`src/logic/sows_pkg.sv`:
```
package sows_pkg;

  // Power states, one-hot
  typedef enum logic [3:0] {
    SOWS_ST_RUN     = 4'h1,
    SOWS_ST_SUSPEND = 4'h2,
    SOWS_ST_STBYOFF = 4'h4,
    SOWS_ST_MECHOFF = 4'h8
  } sows_state_t;

  localparam int unsigned SYS_CLK_HZ      = 200000000;
  // Forced-off hold time, seconds
  localparam int unsigned HOLD_OFF_S      = 4;
  // Blink half period, milliseconds
  localparam int unsigned BLINK_HALF_MS   = 500;
  // Debounce time, microseconds
  localparam int unsigned DEBOUNCE_US     = 10000;
  // Slow tick: 1 kHz enable
  localparam int unsigned TICK_HZ         = 1000;
  localparam int unsigned TICK_DIV        = SYS_CLK_HZ / TICK_HZ;
  localparam int unsigned HOLD_OFF_TICKS  = HOLD_OFF_S * TICK_HZ;
  localparam int unsigned BLINK_TICKS     = BLINK_HALF_MS * TICK_HZ / 1000;
  localparam int unsigned DEBOUNCE_TICKS  = (DEBOUNCE_US * (TICK_HZ / 1000) + 999) / 1000;
  localparam int unsigned TICK_W          = 18;
  localparam int unsigned CNT_W           = 16;
  localparam int unsigned ALARM_W         = 32;
  localparam int unsigned WAKE_SRC_N      = 4;
  // Wake cause bit positions
  localparam int unsigned WK_BUTTON       = 0;
  localparam int unsigned WK_RING         = 1;
  localparam int unsigned WK_ALARM        = 2;
  localparam int unsigned WK_NET          = 3;

endpackage

```
`src/logic/sows_sync_edge.sv`:
```
`timescale 1ns/1ps
module sows_sync_edge (
  input  wire logic sys_clk,
  input  wire logic reset,
  input  wire logic async_in,
  output logic      level_out,
  output logic      rise_out
);
  logic meta_reg;
  logic sync_reg;
  logic last_reg;

  // Second stage is the only reader of the first
  always_ff @(posedge sys_clk or posedge reset) begin
    if (reset) begin
      meta_reg <= 1'b0;
      sync_reg <= 1'b0;
      last_reg <= 1'b0;
    end else begin
      meta_reg <= async_in;
      sync_reg <= meta_reg;
      last_reg <= sync_reg;
    end
  end

  assign level_out = sync_reg;
  assign rise_out  = sync_reg & ~last_reg;
endmodule

```
`src/logic/sows_sequencer.sv`:
```
`timescale 1ns/1ps
// Overview of operation
// - Suspend makes the power LED blink slowly
// - Keypress wakes suspend; LED then steady on
// - Button acts as suspend with standby supply
// - Button press while running enters standby-off when atx_present is high
// - Standby-off suspends display, spins disks down
// - Button press in standby-off wakes to running
// - Four second hold cuts supply completely
// - Modem ring wakes from standby-off
// - Programmable clock alarm wakes the system
// - Network wake header powers up off system
// - Events reported on SMI or SCI outputs
module sows_sequencer
  import sows_pkg::*;
  // Cycles per slow tick; a shorter tick lets a bench reach the long timers
#(parameter int unsigned TICK_CYCLES = TICK_DIV)
(
  input  wire logic               sys_clk,
  input  wire logic               reset,
  input  wire logic               atx_present,
  input  wire logic               power_button,
  input  wire logic               keypress,
  input  wire logic               modem_ring,
  input  wire logic               remote_network_wake,
  input  wire logic               suspend_request,
  input  wire logic               sci_mode,
  input  wire logic               alarm_enable,
  input  wire logic [ALARM_W-1:0] alarm_time,
  input  wire logic [ALARM_W-1:0] rtc_time,
  input  wire logic               event_ack,
  output logic                    power_led,
  output logic                    supply_on,
  output logic                    display_suspend,
  output logic                    disk_spin_down,
  output logic                    cpu_running,
  output logic                    smi_out,
  output logic                    sci_out,
  output logic [WAKE_SRC_N-1:0]   wake_cause,
  output logic [3:0]              power_state
);

  ////////////////////////////////////////////////////////////////////////
  // Input synchronisers

  logic btn_lvl;
  logic key_rise;
  logic ring_rise;
  logic net_rise;
  logic susp_rise;

  sows_sync_edge u_btn (
    .sys_clk   (sys_clk),
    .reset     (reset),
    .async_in  (power_button),
    .level_out (btn_lvl),
    .rise_out  ()
  );

  sows_sync_edge u_key (
    .sys_clk   (sys_clk),
    .reset     (reset),
    .async_in  (keypress),
    .level_out (),
    .rise_out  (key_rise)
  );

  sows_sync_edge u_ring (
    .sys_clk   (sys_clk),
    .reset     (reset),
    .async_in  (modem_ring),
    .level_out (),
    .rise_out  (ring_rise)
  );

  sows_sync_edge u_net (
    .sys_clk   (sys_clk),
    .reset     (reset),
    .async_in  (remote_network_wake),
    .level_out (),
    .rise_out  (net_rise)
  );

  sows_sync_edge u_susp (
    .sys_clk   (sys_clk),
    .reset     (reset),
    .async_in  (suspend_request),
    .level_out (),
    .rise_out  (susp_rise)
  );

  ////////////////////////////////////////////////////////////////////////
  // Slow tick divider

  logic [TICK_W-1:0] div_reg;
  logic              tick;

  always_ff @(posedge sys_clk or posedge reset) begin
    if (reset) begin
      div_reg <= '0;
    end else if (div_reg == TICK_W'(TICK_CYCLES - 1)) begin
      div_reg <= '0;
    end else begin
      div_reg <= div_reg + 1'b1;
    end
  end

  assign tick = (div_reg == TICK_W'(TICK_CYCLES - 1));

  ////////////////////////////////////////////////////////////////////////
  // Button debounce and hold timing

  logic [CNT_W-1:0] deb_reg;
  logic             btn_reg;
  logic [CNT_W-1:0] hold_reg;
  logic             hold_fired_reg;
  logic             btn_release;
  logic             long_hold;

  // Glitches no longer than nine slow ticks never change the state
  always_ff @(posedge sys_clk or posedge reset) begin
    if (reset) begin
      deb_reg <= '0;
      btn_reg <= 1'b0;
    end else if (btn_lvl == btn_reg) begin
      deb_reg <= '0;
    end else if (tick) begin
      if (deb_reg == CNT_W'(DEBOUNCE_TICKS - 1)) begin
        deb_reg <= '0;
        btn_reg <= btn_lvl;
      end else begin
        deb_reg <= deb_reg + 1'b1;
      end
    end
  end

  // Hold counter on the slow tick
  always_ff @(posedge sys_clk or posedge reset) begin
    if (reset) begin
      hold_reg <= '0;
    end else if (!btn_reg) begin
      hold_reg <= '0;
    end else if (tick && hold_reg != CNT_W'(HOLD_OFF_TICKS)) begin
      hold_reg <= hold_reg + 1'b1;
    end
  end

  assign long_hold = btn_reg && (hold_reg == CNT_W'(HOLD_OFF_TICKS)) && !hold_fired_reg;

  // Remember a fired hold so the release is not a toggle
  always_ff @(posedge sys_clk or posedge reset) begin
    if (reset) begin
      hold_fired_reg <= 1'b0;
    end else if (long_hold) begin
      hold_fired_reg <= 1'b1;
    end else if (!btn_reg) begin
      hold_fired_reg <= 1'b0;
    end
  end

  logic btn_last_reg;

  always_ff @(posedge sys_clk or posedge reset) begin
    if (reset) begin
      btn_last_reg <= 1'b0;
    end else begin
      btn_last_reg <= btn_reg;
    end
  end

  // Acting on release lets a long hold be told apart from a press
  assign btn_release = btn_last_reg && !btn_reg && !hold_fired_reg;

  ////////////////////////////////////////////////////////////////////////
  // Alarm compare

  logic alarm_hit;

  assign alarm_hit = alarm_enable && (rtc_time == alarm_time);

  ////////////////////////////////////////////////////////////////////////
  // Power state machine

  sows_state_t state_reg;
  sows_state_t state_next;
  logic        off_wake;

  assign off_wake = ring_rise || net_rise || alarm_hit;

  always_comb begin
    state_next = state_reg;
    case (state_reg)
      SOWS_ST_RUN: begin
        if (long_hold) begin
          state_next = SOWS_ST_MECHOFF;
        end else if (btn_release && atx_present) begin
          state_next = SOWS_ST_STBYOFF;
        end else if (btn_release) begin
          // Without standby power the button is a plain cut-off
          state_next = SOWS_ST_MECHOFF;
        end else if (susp_rise) begin
          state_next = SOWS_ST_SUSPEND;
        end
      end
      SOWS_ST_SUSPEND: begin
        if (long_hold) begin
          state_next = SOWS_ST_MECHOFF;
        end else if (key_rise || btn_release || off_wake) begin
          state_next = SOWS_ST_RUN;
        end
      end
      SOWS_ST_STBYOFF: begin
        if (long_hold) begin
          state_next = SOWS_ST_MECHOFF;
        end else if (btn_release || off_wake) begin
          state_next = SOWS_ST_RUN;
        end
      end
      SOWS_ST_MECHOFF: begin
        // Only network wake, the alarm or the button restart a cut supply
        if (btn_release || net_rise || alarm_hit) begin
          state_next = SOWS_ST_RUN;
        end
      end
      default: begin
        state_next = SOWS_ST_MECHOFF;
      end
    endcase
  end

  always_ff @(posedge sys_clk or posedge reset) begin
    if (reset) begin
      state_reg <= SOWS_ST_MECHOFF;
    end else begin
      state_reg <= state_next;
    end
  end

  ////////////////////////////////////////////////////////////////////////
  // LED blink

  logic [CNT_W-1:0] blink_cnt_reg;
  logic             blink_reg;

  always_ff @(posedge sys_clk or posedge reset) begin
    if (reset) begin
      blink_cnt_reg <= '0;
      blink_reg     <= 1'b0;
    end else if (state_reg != SOWS_ST_SUSPEND) begin
      blink_cnt_reg <= '0;
      blink_reg     <= 1'b1;
    end else if (tick) begin
      if (blink_cnt_reg == CNT_W'(BLINK_TICKS - 1)) begin
        blink_cnt_reg <= '0;
        blink_reg     <= ~blink_reg;
      end else begin
        blink_cnt_reg <= blink_cnt_reg + 1'b1;
      end
    end
  end

  ////////////////////////////////////////////////////////////////////////
  // Outputs

  always_ff @(posedge sys_clk or posedge reset) begin
    if (reset) begin
      power_led       <= 1'b0;
      supply_on       <= 1'b0;
      display_suspend <= 1'b1;
      disk_spin_down  <= 1'b1;
      cpu_running     <= 1'b0;
    end else begin
      case (state_reg)
        SOWS_ST_RUN:     power_led <= 1'b1;
        SOWS_ST_SUSPEND: power_led <= blink_reg;
        default:         power_led <= 1'b0;
      endcase
      supply_on       <= (state_reg != SOWS_ST_MECHOFF);
      display_suspend <= (state_reg != SOWS_ST_RUN);
      disk_spin_down  <= (state_reg == SOWS_ST_STBYOFF) ||
                         (state_reg == SOWS_ST_MECHOFF);
      cpu_running     <= (state_reg == SOWS_ST_RUN);
    end
  end

  assign power_state = state_reg;

  ////////////////////////////////////////////////////////////////////////
  // Event reporting

  logic [WAKE_SRC_N-1:0] cause_set;
  logic                  woke;

  assign woke = (state_next == SOWS_ST_RUN) && (state_reg != SOWS_ST_RUN);

  always_comb begin
    cause_set = '0;
    if (woke) begin
      cause_set[WK_BUTTON] = btn_release;
      cause_set[WK_RING]   = ring_rise;
      cause_set[WK_ALARM]  = alarm_hit;
      cause_set[WK_NET]    = net_rise;
    end
  end

  // Set wins over the acknowledge
  always_ff @(posedge sys_clk or posedge reset) begin
    if (reset) begin
      wake_cause <= '0;
    end else begin
      wake_cause <= (event_ack ? '0 : wake_cause) | cause_set;
    end
  end

  logic pending_reg;

  always_ff @(posedge sys_clk or posedge reset) begin
    if (reset) begin
      pending_reg <= 1'b0;
    end else if (woke || (state_reg == SOWS_ST_RUN && btn_release)) begin
      pending_reg <= 1'b1;
    end else if (event_ack) begin
      pending_reg <= 1'b0;
    end
  end

  always_ff @(posedge sys_clk or posedge reset) begin
    if (reset) begin
      smi_out <= 1'b0;
      sci_out <= 1'b0;
    end else begin
      smi_out <= pending_reg && !sci_mode;
      sci_out <= pending_reg && sci_mode;
    end
  end

endmodule

```
`config.mk`:
```
export PLATFORM = sky130hd
export DESIGN_NAME = sows_sequencer
export DESIGN_NICKNAME = d
export VERILOG_FILES = /design/src/logic/sows_pkg.sv /design/src/logic/sows_sync_edge.sv /design/src/logic/sows_sequencer.sv
export SDC_FILE = /design/constraint.sdc
export NUM_CORES = 1
export LEC_CHECK = 0
export BUFFER_PORTS_ARGS = -buffer_cell sky130_fd_sc_hd__buf_2
export CELL_PAD_IN_SITES_DETAIL_PLACEMENT = 0
export CELL_PAD_IN_SITES_GLOBAL_PLACEMENT = 1
export CORE_MARGIN = 10
export CORE_UTILIZATION = 49
export CTS_BUF_LIST = sky130_fd_sc_hd__clkbuf_4 sky130_fd_sc_hd__clkbuf_8
export DETAILED_ROUTE_END_ITERATION = 10
export PLACE_DENSITY_LB_ADDON = 0.1
export SLEW_MARGIN = 20
export SYNTH_ARGS = -nofsm -noshare
export SYNTH_HDL_FRONTEND = slang
export SYNTH_HIERARCHICAL = 1
export SYNTH_SLANG_ARGS = --single-unit
```
`constraint.sdc`:
```
create_clock -name sys_clk -period 6.3 [get_ports sys_clk]
set_input_delay 0.315 -clock sys_clk [delete_from_list [all_inputs] [get_ports sys_clk]]
set_output_delay 0.315 -clock sys_clk [all_outputs]
set_load 0.005 [all_outputs]
```
# Yosys cells after proc, flatten, opt, wreduce, memory -nomap -nowiden
# Index checks and enable logic that the tools add are counted.
[totals]
reg_bits = 100
latchBits = 0
ramBits = 0
mem_bits_ro = 0
input_bits = 75
out_inout_bits = 15
memories = 0
[op_classes]
n_addsub = 4
multipliers = 0
n_div = 0
order_cmp = 0
n_eq_ne = 17
shift = 0
muxes = 29
bitwise = 11
n_reduce_logical = 29
[ops]
columns = ["operator", "n"]
rows = [
  ["two-way mux 16 bit", 8],
  ["adder 16 x 1 -> 16 bit, second input constant", 3],
  ["two-way mux 4 bit", 11],
  ["equality test 32 bit", 1],
  ["adder 18 x 1 -> 18 bit, second input constant", 1],
  ["equality test 18 bit, second input constant", 1],
  ["two-way mux 18 bit", 1],
  ["equality test 16 x 12 -> 1 bit, second input constant", 1],
  ["equality test 16 x 4 -> 1 bit, second input constant", 1],
  ["equality test 16 x 9 -> 1 bit, second input constant", 1],
  ["inequality test 16 x 12 -> 1 bit, second input constant", 1],
  ["one-hot mux 4 bit (4 select lines)", 1],
  ["logical AND 1 bit", 11],
  ["logical OR 1 bit", 9],
  ["equality test 4 x 1 -> 1 bit, second input constant", 2],
  ["nonzero test 2 bit", 4],
  ["two-way mux 1 bit", 7],
  ["inverter 1 bit", 6],
  ["AND 1 bit", 4],
  ["equality test 4 x 2 -> 1 bit, second input constant", 1],
  ["equality test 4 x 3 -> 1 bit, second input constant", 1],
  ["equality test 4 bit, second input constant", 1],
  ["inequality test 2 x 1 -> 1 bit, second input constant", 2],
  ["inequality test 4 x 1 -> 1 bit, second input constant", 1],
  ["other kinds (8)", 10],
]

# Logic depth before layout (Yosys ltp)
# Gate-level depths: netlist (run 1).
[logic_depth]
word_depth = 12
mapped_depth = 9
depth_no_buf = 7

# Cells and area by module
# Netlist (run 1), hierarchy kept.
[modules_own_cells]
columns = ["mod", "instances", "cells_each", "area_per_inst_um2", "seq_area_each_um2"]
rows = [
  ["sows_sequencer", 1, 522, 4907.2, 2155.8],
  ["sows_sync_edge", 5, 5, 92.6, 75.1],
]

# Worst setup path after synthesis (run 1)
# Ideal clock, no wire load.
[synth_path]
kind = "reg-to-reg"
from = "register blink_cnt_reg[0]"
to = "register blink_cnt_reg[10]"
setup_ns = 0.137
arrival_ns = 1.931
t_required_ns = 6.163
slack_ns = 4.231
stages_incl_launch_ff = 7
path_buffers = 0
synth_period_minus_slack_ns = 2.069
cell_sequence = "dfrtp_1 > ha_1 > or4b_2 > nor3_1 > nand3_1 > o21ai_2 > a21oi_1"
[synth_between]
elab_chain_cells = 4
[synth_lines]
columns = ["item", "line_no", "source"]
rows = [
  ["start, declared", "sows_sequencer.sv:242", "logic [CNT_W-1:0] blink_cnt_reg;"],
  ["start signal, assigned", "sows_sequencer.sv:257", "blink_cnt_reg <= blink_cnt_reg + 1'b1;"],
  ["adder 16 x 1 -> 16 bit / equality test 16 x 9 -> 1 bit (equally long branches)", "sows_sequencer.sv:257, sows_sequencer.sv:253", ""],
  ["two-way mux 16 bit (*)", "sows_sequencer.sv:253", "if (blink_cnt_reg == CNT_W'(BLINK_TICKS - 1)) begin"],
  ["two-way mux 16 bit (*)", "sows_sequencer.sv:252", "end else if (tick) begin"],
  ["two-way mux 16 bit (*)", "sows_sequencer.sv:249", "end else if (state_reg != SOWS_ST_SUSPEND) begin"],
]
# Every way passes the cells marked *; elsewhere a longest branch is shown, timed or not. The select of a mux whose other input is x is not followed.
# A chain may end at the register's enable or synchronous reset.

# Worst setup path in the final report (run 1)
[layout_path]
from = "register div_reg[6]"
to = "register hold_reg[8]"
[layout_between]
elab_chain_cells = 3
[layout_lines]
columns = ["item", "line_no", "source"]
rows = [
  ["start, declared", "sows_sequencer.sv:95", "logic [TICK_W-1:0] div_reg;"],
  ["start signal, assigned", "sows_sequencer.sv:104", "div_reg <= div_reg + 1'b1;"],
  ["equality test 18 bit", "sows_sequencer.sv:108", "assign tick = (div_reg == TICK_W'(TICK_CYCLES - 1));"],
  ["logical AND 1 bit", "sows_sequencer.sv:143", "end else if (tick && hold_reg != CNT_W'(HOLD_OFF_TICKS)) begin"],
  ["inequality test 2 x 1 -> 1 bit (no source line)", "-", ""],
  ["end signal, assigned", "sows_sequencer.sv:144", "hold_reg <= hold_reg + 1'b1;"],
  ["end, declared", "sows_sequencer.sv:115", "logic [CNT_W-1:0] hold_reg;"],
]
# No other way between the ends.

==> results of run 1 <==
-- per-stage QoR --
step / hold WS, ps / util
final: 35.29 / 0.5701
after floorplan: 56.18 / -
after detailed placement: 268.3 / 0.5487
after CTS: 14.31 / 0.5701
after global routing: 12.27 / 0.5701
after global placement: 262.2 / 0.5487
-- area by class of cell --
type                            instances  area, sq um
Fill cell                             996         4619
Multi-Input combinational cell        408         2674
Sequential cell                       100         2506
Timing Repair Buffer                   92        470.5
Tap cell                              140        175.2
Clock buffer                           11        145.1
Inverter                               21        80.08
Clock inverter                          5        75.07
-- worst max-delay path, stage by stage (launching register included) --
cell	delay (ps)
dfrtp_1	450
and4bb_2	340
nor4bb_1	840
nand3b_1	590
or4_1	660
a21oi_1	150
-- worst paths after layout --
check | start | to | slack [ps] | cells past startpoint
max in group asynchronous | reset | deb_reg[11] | 4590 | 4
min in group asynchronous | reset | u_btn/meta_reg | 420 | 3
worst max register to register | div_reg[6] | hold_reg[8] | 3190 | 5
worst max-delay path | div_reg[6] | hold_reg[8] | 3190 | 5
worst min register to register | u_btn/meta_reg | u_btn/level_out | 360 | 0
worst min-delay path | modem_ring | u_ring/meta_reg | 40 | 1
-- routing by layer --
metal | up-vias | share of wire | track usage
li1 | 2177 | - | -
met1 | 2134 | 0.46 | 0.2090
met2 | 100 | 0.47 | 0.2537
met3 | 13 | 0.052 | 0.03872
met4 | 0 | 0.015 | 0.05963
met5 | - | 0 | 0
-- power groups by stage --
stage	Sequential, uW	Combinational, uW	Clock [uW]
4_1_cts	694	161	467
3_3_place_gp	706	157	0
5_1_grt	698	175	497
2_1_floorplan	703	84.6	0
3_5_place_dp	706	160	0
6_report	694	155	456
-- repair_timing --
| item | 4_1_cts | 5_1_grt |
|---|---|---|
| buffers inserted | 0 | 0 |
| hold buffers | 1 | 0 |
| endpoints found under the hold margin | 14 | 0 |
| resized for setup | 0 | 0 |
==> run summary, run 1 <==
Period Utilization, post-route: 0.4939
fmax: 321.4 MHz
Clk pwr share: 0.349
clk slew on worst S/H paths: 90 ps
outcome: complete, no violations
critical path required time: 6600 ps
Max-cap violations: 0
combinational power share: 0.119
Ys Warns: 6
Critical Path AT: 3410 ps
clock sink total: 100
Leak: 0.002547 uW
dpl cells: 760
RePlAce Congestion: 0.8352
largest net degree at the start of global routing: 53
Clock H-tree levels: 3
NetSw: 322.1 uW
Power, Total: 1305 uW
Tmin final: 3112 ps
CTS buffer count: 9
Initial DRC Count: 392
Design Area, Final: 6126 sq um
Mapped Cells: 545
switching part of the total power: 0.2469
most common cell after layout, fill and taps aside: dfrtp_1
width of the die: 124.3 um
detailed placement HPWL: 9445 um
Largest register FFs: 18
Post-Place Setup Slack: 3263 ps
Max Fanout on Critical Path: 13
Total Neg Setup Slack: 0 ps
Slew Limit Fails: 0
routed length per placed instance: 16.18 um
vias in the first global route: 4415
Post-layout nets: 713
placed cell area: 5896 sq um
Area Overhead vs Synth: 14.90%
die height: 124.3 um
Max VDD drop: 0.1320 mV
Slew headroom: 0.3411
TritonCTS clock tree: built
num rows: 38
CTS Buffer Depth: 2
first drt pass iteration count: 4
drt drc: 0
worst hold path class: in2reg
IO buf count: 89
post-synthesis cell area: 5331 sq um
GR Overflow Total: 0
Crit. End Element: flop
layout cells sized above 1: 0.2009
Final ANT Viol Nets: 0
Tot GR Track Use: 0.1609
Post-Route WL: 12570 um
die area: 15450 sq um
Worst Tran Pin Value: 975.0 ps
Non-Filler Instances: 777
ant diodes: 0
worst-skew pair later-pin latency: 380 ps
crit path kind: reg2reg
Hold Fails Final Rpt: 0
Final WS setup: 3188 ps
Initial Util: 0.4962
syn_nets: 626
Syn Area/Cell: 9.782 sq um
CP startpoint kind: flop
Vias: 4424
initial antenna violation count: 0
vias per inst: 5.694
most frequent cells in the layout: dfrtp_1 (97), buf_2 (89), xnor2_1 (44)
I/O pin cnt: 90
first-pass GRT wire length: 21200 um
pwr/cell area: 213.0 nW/um^2
Core Area: 10750 sq um
sequential share of power: 0.532
CTS Root Cell: clkbuf_8
skew final: 9.966 ps
internal power: 982.8 uW
Finish-stage setup viols: 0
RSZ-0062 raised after global routing: no
No activity file was read; power rests on OpenSTA's default activity.
==> run 2, diff against run 1 <==
--- a/config.mk
+++ b/config.mk
@@ -5,11 +5,12 @@
 export SDC_FILE = /design/constraint.sdc
 export NUM_CORES = 1
 export LEC_CHECK = 0
+export ABC_AREA = 1
 export BUFFER_PORTS_ARGS = -buffer_cell sky130_fd_sc_hd__buf_2
 export CELL_PAD_IN_SITES_DETAIL_PLACEMENT = 0
 export CELL_PAD_IN_SITES_GLOBAL_PLACEMENT = 1
 export CORE_MARGIN = 10
-export CORE_UTILIZATION = 49
+export CORE_UTILIZATION = 39
 export CTS_BUF_LIST = sky130_fd_sc_hd__clkbuf_4 sky130_fd_sc_hd__clkbuf_8
 export DETAILED_ROUTE_END_ITERATION = 10
 export PLACE_DENSITY_LB_ADDON = 0.1
==> constraint.sdc (replaced) <==
create_clock -name sys_clk -period 2.8 [get_ports sys_clk]
set_input_delay 0.14 -clock sys_clk [delete_from_list [all_inputs] [get_ports sys_clk]]
set_output_delay 0.14 -clock sys_clk [all_outputs]
set_load 0.005 [all_outputs]
==> run 2 against run 1 <==
Final cell count is 42% higher. First-iteration DRC count is 19% lower. Setup slack worse by 2600 ps. Sequential power is 120% higher. Clock skew is 2.4 ps higher. Combinational power grew to 3.0 times the previous value. Worst hold slack better by 46 ps. Maximum frequency is 40% higher. Total power is 130% higher. Design area is 13% higher. Highest routed layer unchanged.
==> run summary, run 2 <==
dpl cells: 1077 (+42%)
vias in the first global route: 5127 (+16%)
Max-cap violations: 0 (unchanged)
routed length per placed instance: 13.05 um (-19%)
Worst Tran Pin Value: 739.4 ps (-235.6 ps)
busiest grt layer: met2
CP Launch Point: div_reg[0]
Clock H-tree levels: 3 (unchanged)
switching part of the total power: 0.2757 (+0.02882)
Hold Fails Final Rpt: 0 (unchanged)
hold path start: event_ack
Max Fanout on Critical Path: 13 (unchanged)
initial antenna violation count: 0 (unchanged)
Tot GR Track Use: 0.1438 (-0.01706)
CTS Buffer Depth: 2 (unchanged)
detailed placement HPWL: 11400 um (+21%)
Post-Route WL: 14350 um (+14%)
worst hold path class: in2reg
crit path kind: reg2reg
Syn Area/Cell: 7.418 sq um (-24%)
first drt pass iteration count: 5 (+1)
critical path required time: 3070 ps (-3530 ps)
Period Utilization, post-route: 0.7919 (+0.2980)
Largest register FFs: 18 (unchanged)
skew final: 12.32 ps (+2.351 ps)
Non-Filler Instances: 1100 (+42%)
first-pass GRT wire length: 24420 um (+15%)
Mapped Cells: 802 (+47%)
RePlAce Congestion: 0.8704 (+4.2%)
Total Neg Setup Slack: 0 ps (unchanged)
die area: 20600 sq um (+33%)
CP endpoint: blink_cnt_reg[5]
pwr/cell area: 429.4 nW/um^2 (+100%)
layout cells sized above 1: 0.1711 (-0.02989)
CP startpoint kind: flop
Final ANT Viol Nets: 0 (unchanged)
GR Overflow Total: 0 (unchanged)
worst-skew pair later-pin latency: 370 ps (about the same)
Post-layout nets: 988 (+39%)
Vias: 5271 (+19%)
met1 Use GR: 0.1913 (-0.01769)
CTS buffer count: 9 (unchanged)
syn_nets: 883 (+41%)
outcome: complete, no violations
num rows: 45 (+18%)
Core Area: 15090 sq um (+40%)
drt drc: 0 (unchanged)
sequential share of power: 0.528 (-0.004)
width of the die: 143.5 um (+15%)
clock sink total: 100 (unchanged)
met2 Usage GRT: 0.2312 (-0.02256)
Max VDD drop: 0.2847 mV (+120%)
largest net degree at the start of global routing: 48 (-9.4%)
Tmin final: 2217 ps (-894.1 ps)
Power, Total: 2960 uW (+130%)
FF-to-FF setup slack: 580 ps (-2610 ps)
Initial Util: 0.3943 (-0.1019)
GRT met3 Usage: 0.03432 (-0.004400)
CTS Root Cell: clkbuf_8
ant diodes: 0 (unchanged)
Slew headroom: 0.5065 (+0.1653)
fillers: 1536 (+54%)
cells on worst reg2reg path: 12 (+7)
vias per inst: 4.792 (-16%)
FF-to-FF Start: div_reg[0]
post-synthesis cell area: 5949 sq um (+12%)
NetSw: 816.0 uW (+150%)
die height: 143.5 um (+15%)
Ys Warns: 6 (unchanged)
Area Overhead vs Synth: 15.86%
fmax: 451.0 MHz (+40%)
Clk pwr share: 0.313 (-0.036)
RR Endpoint: blink_cnt_reg[5]
Slew Limit Fails: 0 (unchanged)
most frequent cells in the layout: nand2_1 (185), inv_1 (146), dfrtp_1 (97)
most common cell after layout, fill and taps aside: nand2_1
post-CTS setup buffer count: 0 (unchanged)
Final Util: 0.4568 (-0.1133)
combinational power share: 0.159 (+0.040)
I/O pin cnt: 90 (unchanged)
RSZ-0062 raised after global routing: no
Crit. End Element: flop
Leak: 0.003530 uW (+39%)
IO buf count: 89 (unchanged)
Initial DRC Count: 319 (-19%)
clk slew on worst S/H paths: 90 ps (about the same)
Finish-stage setup viols: 0 (unchanged)
TritonCTS clock tree: built
internal power: 2144 uW (+120%)
Critical Path AT: 2490 ps (-920 ps)
run 2: changes by cell type in the layout (fill, tap and decap cells not counted), sizes merged, moves of 13 or more:
cell | previous run | this run
nand2 | 40 | 193
inv | 20 | 155
nor2 | 29 | 98
nand3 | 29 | 60
xnor2 | 44 | 16
o21ai | 20 | 44
or4 | 16 | 0
o31ai | 17 | 3
or3 | 14 | 0
nor3 | 10 | 23
run 2: area by class of cell:
| cell class | instances | area, sq um | area share |
|---|---|---|---|
| multi-input combinational | 541 | 2818 | 0.4088 |
| sequential | 100 | 2506 | 0.3636 |
| inverter | 157 | 599.3 | 0.08695 |
| timing repair buffer | 98 | 543.0 | 0.07878 |
| tap | 188 | 235.2 | 0.03413 |
| clock buffer | 11 | 138.9 | 0.02015 |
| clock inverter | 5 | 52.55 | 0.007624 |
run 2: per-layer routing:
| layer | part of all wire | vias to the layer above |
|---|---|---|
| met5 | 0 | - |
| met2 | 0.45 | 106 |
| met3 | 0.049 | 8 |
| met1 | 0.49 | 2420 |
| li1 | - | 2737 |
| met4 | 0.0090 | 0 |
run 2: timing repair:
item                                    CTS  global route
hold endpoints to repair                 60             0
hold buffers                              7             0
resized for setup                         0             0
endpoints found under the setup margin    0             0
run 2: power groups by stage:
stage | clock, uW | sequential (uW) | combinational [uW]
floorplan | 0 | 1590 | 261
global placement | 0 | 1590 | 469
detailed placement | 0 | 1590 | 472
CTS | 961 | 1570 | 482
global route | 1030 | 1570 | 541
finish | 925 | 1560 | 471
run 2: metrics by stage:
stage / area [sq um] / hold WS [ps] / setup WS (ps)
final: 6893 / 81.56 / 582.6
after global routing: 6893 / 103.0 / 334.3
after CTS: 6893 / 73.41 / 566.7
after detailed placement: 6631 / 62.42 / 598.4
after global placement: 6631 / 63.75 / 676.1
after floorplan: 5949 / -118.8 / 443.1
run 2: critical path, cell delays in order (launching register included):
cell and delay, ps:
dfrtp_1 420, ha_1 220, nand2_1 70, inv_1 50
nand2_2 70, inv_2 30, nand2_1 130, inv_2 60
nand3_4 260, nand2_8 120, nand2_1 290, inv_1 150
a211oi_1 240
run 2: how the worst min path moves through the flow:
stage / end / slack (ps) / cells after the start
after detailed placement: u_btn/meta_reg / 60 / 2
after CTS: wake_cause[0] / 70 / 4
after global routing: wake_cause[0] / 100 / 4
final: wake_cause[0] / 80 / 4
after global placement: u_btn/meta_reg / 60 / 2
after floorplan: u_btn/level_out / -120 / 1
==> run 3, diff against run 2 <==
--- a/config.mk
+++ b/config.mk
@@ -10,7 +10,7 @@
 export CELL_PAD_IN_SITES_DETAIL_PLACEMENT = 0
 export CELL_PAD_IN_SITES_GLOBAL_PLACEMENT = 1
 export CORE_MARGIN = 10
-export CORE_UTILIZATION = 39
+export CORE_UTILIZATION = 43
 export CTS_BUF_LIST = sky130_fd_sc_hd__clkbuf_4 sky130_fd_sc_hd__clkbuf_8
 export DETAILED_ROUTE_END_ITERATION = 10
 export PLACE_DENSITY_LB_ADDON = 0.1
==> constraint.sdc (replaced) <==
create_clock -name sys_clk -period 2.15 [get_ports sys_clk]
set_input_delay 0.1075 -clock sys_clk [delete_from_list [all_inputs] [get_ports sys_clk]]
set_output_delay 0.1075 -clock sys_clk [all_outputs]
set_load 0.005 [all_outputs]
==> run 3 against run 2 <==
Total power increased by 38%. Sequential cell count did not move. Design area rose by 2.6%. Utilization up 7.1 points. Clock-buffer cell count shrank 2. Via count is 1.7% higher. Maximum frequency grew 12%.
==> run summary, run 3 (synthesis results as in run 2) <==
outcome: complete, no violations
vias per inst: 4.854 (+1.3%)
Final ANT Viol Nets: 0 (unchanged)
Largest register FFs: 18 (unchanged)
Vias: 5359 (+1.7%)
Max Fanout on Critical Path: 8 (-5)
most common cell after layout, fill and taps aside: nand2_1
RePlAce Congestion: 0.9101 (+4.6%)
hold path endpoint: wake_cause[2]
initial antenna violation count: 0 (unchanged)
fillers: 1329 (-13%)
hold depth: 4 (unchanged)
Clock H-tree levels: 3 (unchanged)
hold path start: event_ack
Initial DRC Count: 323 (+1.3%)
critical path required time: 2430 ps (-640 ps)
first-pass GRT wire length: 23890 um (-2.2%)
FF-to-FF setup slack: 170 ps (-410 ps)
worst hold path class: in2reg
CP startpoint kind: flop
TritonCTS clock tree: built
CTS Root Cell: clkbuf_8
Leak: 0.003643 uW (+3.2%)
CP max stage delay: 380 ps (-40 ps)
Tot GR Track Use: 0.1544 (+0.01056)
clock sink total: 100 (unchanged)
die height: 137.6 um (-4.1%)
Hold Fails Final Rpt: 0 (unchanged)
Initial Util: 0.4440 (+0.04970)
GR Overflow Total: 0 (unchanged)
fmax: 505.0 MHz (+12%)
I/O pin cnt: 90 (unchanged)
Max VDD drop: 0.3432 mV (+21%)
pwr/cell area: 575.7 nW/um^2 (+34%)
die area: 18940 sq um (-8.0%)
Slew headroom: 0.4451 (-0.06141)
layout cells sized above 1: 0.1864 (+0.01537)
Tmin final: 1980 ps (-237.1 ps)
largest net degree at the start of global routing: 35 (-27%)
Period Utilization, post-route: 0.9211 (+0.1291)
Power, Total: 4072 uW (+38%)
width of the die: 137.6 um (-4.1%)
Crit-path slowest cell: dfrtp_1
Max-cap violations: 0 (unchanged)
Crit. End Element: flop
CTS Buffer Depth: 2 (unchanged)
routed length per placed instance: 12.92 um (-0.94%)
ant diodes: 0 (unchanged)
IO buf count: 89 (unchanged)
Hold Slack: 49.78 ps (-31.77 ps)
crit path kind: reg2reg
Core Area: 13400 sq um (-11%)
most frequent cells in the layout: nand2_1 (184), inv_1 (146), dfrtp_1 (97)
cells on worst reg2reg path: 14 (+2)
worst-skew pair later-pin latency: 380 ps (about the same)
vias in the first global route: 5154 (+0.53%)
Post-layout nets: 1004 (+1.6%)
Design Area, Final: 7073 sq um (+2.6%)
drt drc: 0 (unchanged)
Area Overhead vs Synth: 18.89%
FF-to-FF Start: div_reg[1]
Critical Path AT: 2260 ps (-230 ps)
Post-Route WL: 14270 um (-0.58%)
area of the multi-input gates: 2829 sq um (+0.40%)
num rows: 42 (-6.7%)
crit path cell chain: ha_1, nand2_1, inv_1, nand2_2, inv_2, nand2_1, inv_2, nand3_4, buf_4, nor2_8, buf_4, nand4_1, xor2_1, nor2_1
skew final: 14.63 ps (+2.312 ps)
Slew Limit Fails: 0 (unchanged)
Finish-stage setup viols: 0 (unchanged)
detailed placement HPWL: 11430 um (+0.22%)
Seq. cell area: 2506 sq um (unchanged)
CTS buffer count: 9 (unchanged)
clk slew on worst S/H paths: 100 ps (about the same)
first drt pass iteration count: 5 (unchanged)
RR Endpoint: hold_reg[4]
placed cell area: 6729 sq um (+1.5%)
Worst Tran Pin Value: 830.6 ps (+91.22 ps)
Final Util: 0.5278 (+0.07102)
-- run 3: changes by cell type in the layout (fill, tap and decap cells not counted), sizes merged --
cell / previous run / this run
bufinv: 1 / 2
inv: 155 / 158
buf: 91 / 107
clkinv: 5 / 3
clkbuf: 11 / 9
-- run 3: metrics by stage --
| step | TNS, ps | worst slack [ps] | cells |
|---|---|---|---|
| floorplan | 0 | 366.6 | 802 |
| global placement | 0 | 209.8 | 1078 |
| detailed placement | 0 | 157.9 | 1078 |
| CTS | 0 | 141.8 | 1101 |
| global route | -3.106 | -2.236 | 1104 |
| finish | 0 | 169.7 | 1104 |
-- run 3: per-layer routing --
metal	share of wire	global-route usage	up-vias
met5	0	0	-
met2	0.46	0.2480	103
met4	0.012	0.04684	0
met1	0.47	0.2000	2468
met3	0.055	0.03824	14
li1	-	-	2774
-- run 3: worst max path at each step --
stage,cells past startpoint,from,end
floorplan,15,div_reg[0],deb_reg[10]
global placement,12,div_reg[1],blink_cnt_reg[5]
detailed placement,15,div_reg[1],hold_reg[12]
CTS,15,div_reg[1],hold_reg[12]
global route,14,div_reg[1],hold_reg[4]
finish,14,div_reg[1],hold_reg[4]
-- run 3: worst max-delay path, delay by kind of cell (launching register included) --
family / cells / cell delay (ps)
buf+inv: 5 / 530
xor+xnor: 1 / 170
fa+ha+maj: 1 / 170
flops: 1 / 380
simple gates: 7 / 620
-- run 3: layout make-up --
class | instances | share of cell area
Timing Repair Buffer | 114 | 0.09552
Clock inverter | 7 | 0.01645
Clock buffer | 9 | 0.01751
Tap cell | 176 | 0.03113
Multi-Input combinational cell | 541 | 0.4000
Inverter | 157 | 0.08509
Sequential cell | 100 | 0.3543
-- run 3: where the power goes --
part	internal, uW	switching [uW]	total [uW]
sequential	1990	52.9	2040
combinational	251	366	617
clock	687	727	1410
-- run 3: what timing repair did --
action	in CTS	in global routing
gates resized for setup	0	3
hold buffers	7	0
endpoints found under the setup margin	0	9
setup buffers	0	3
hold endpoints to repair	50	0
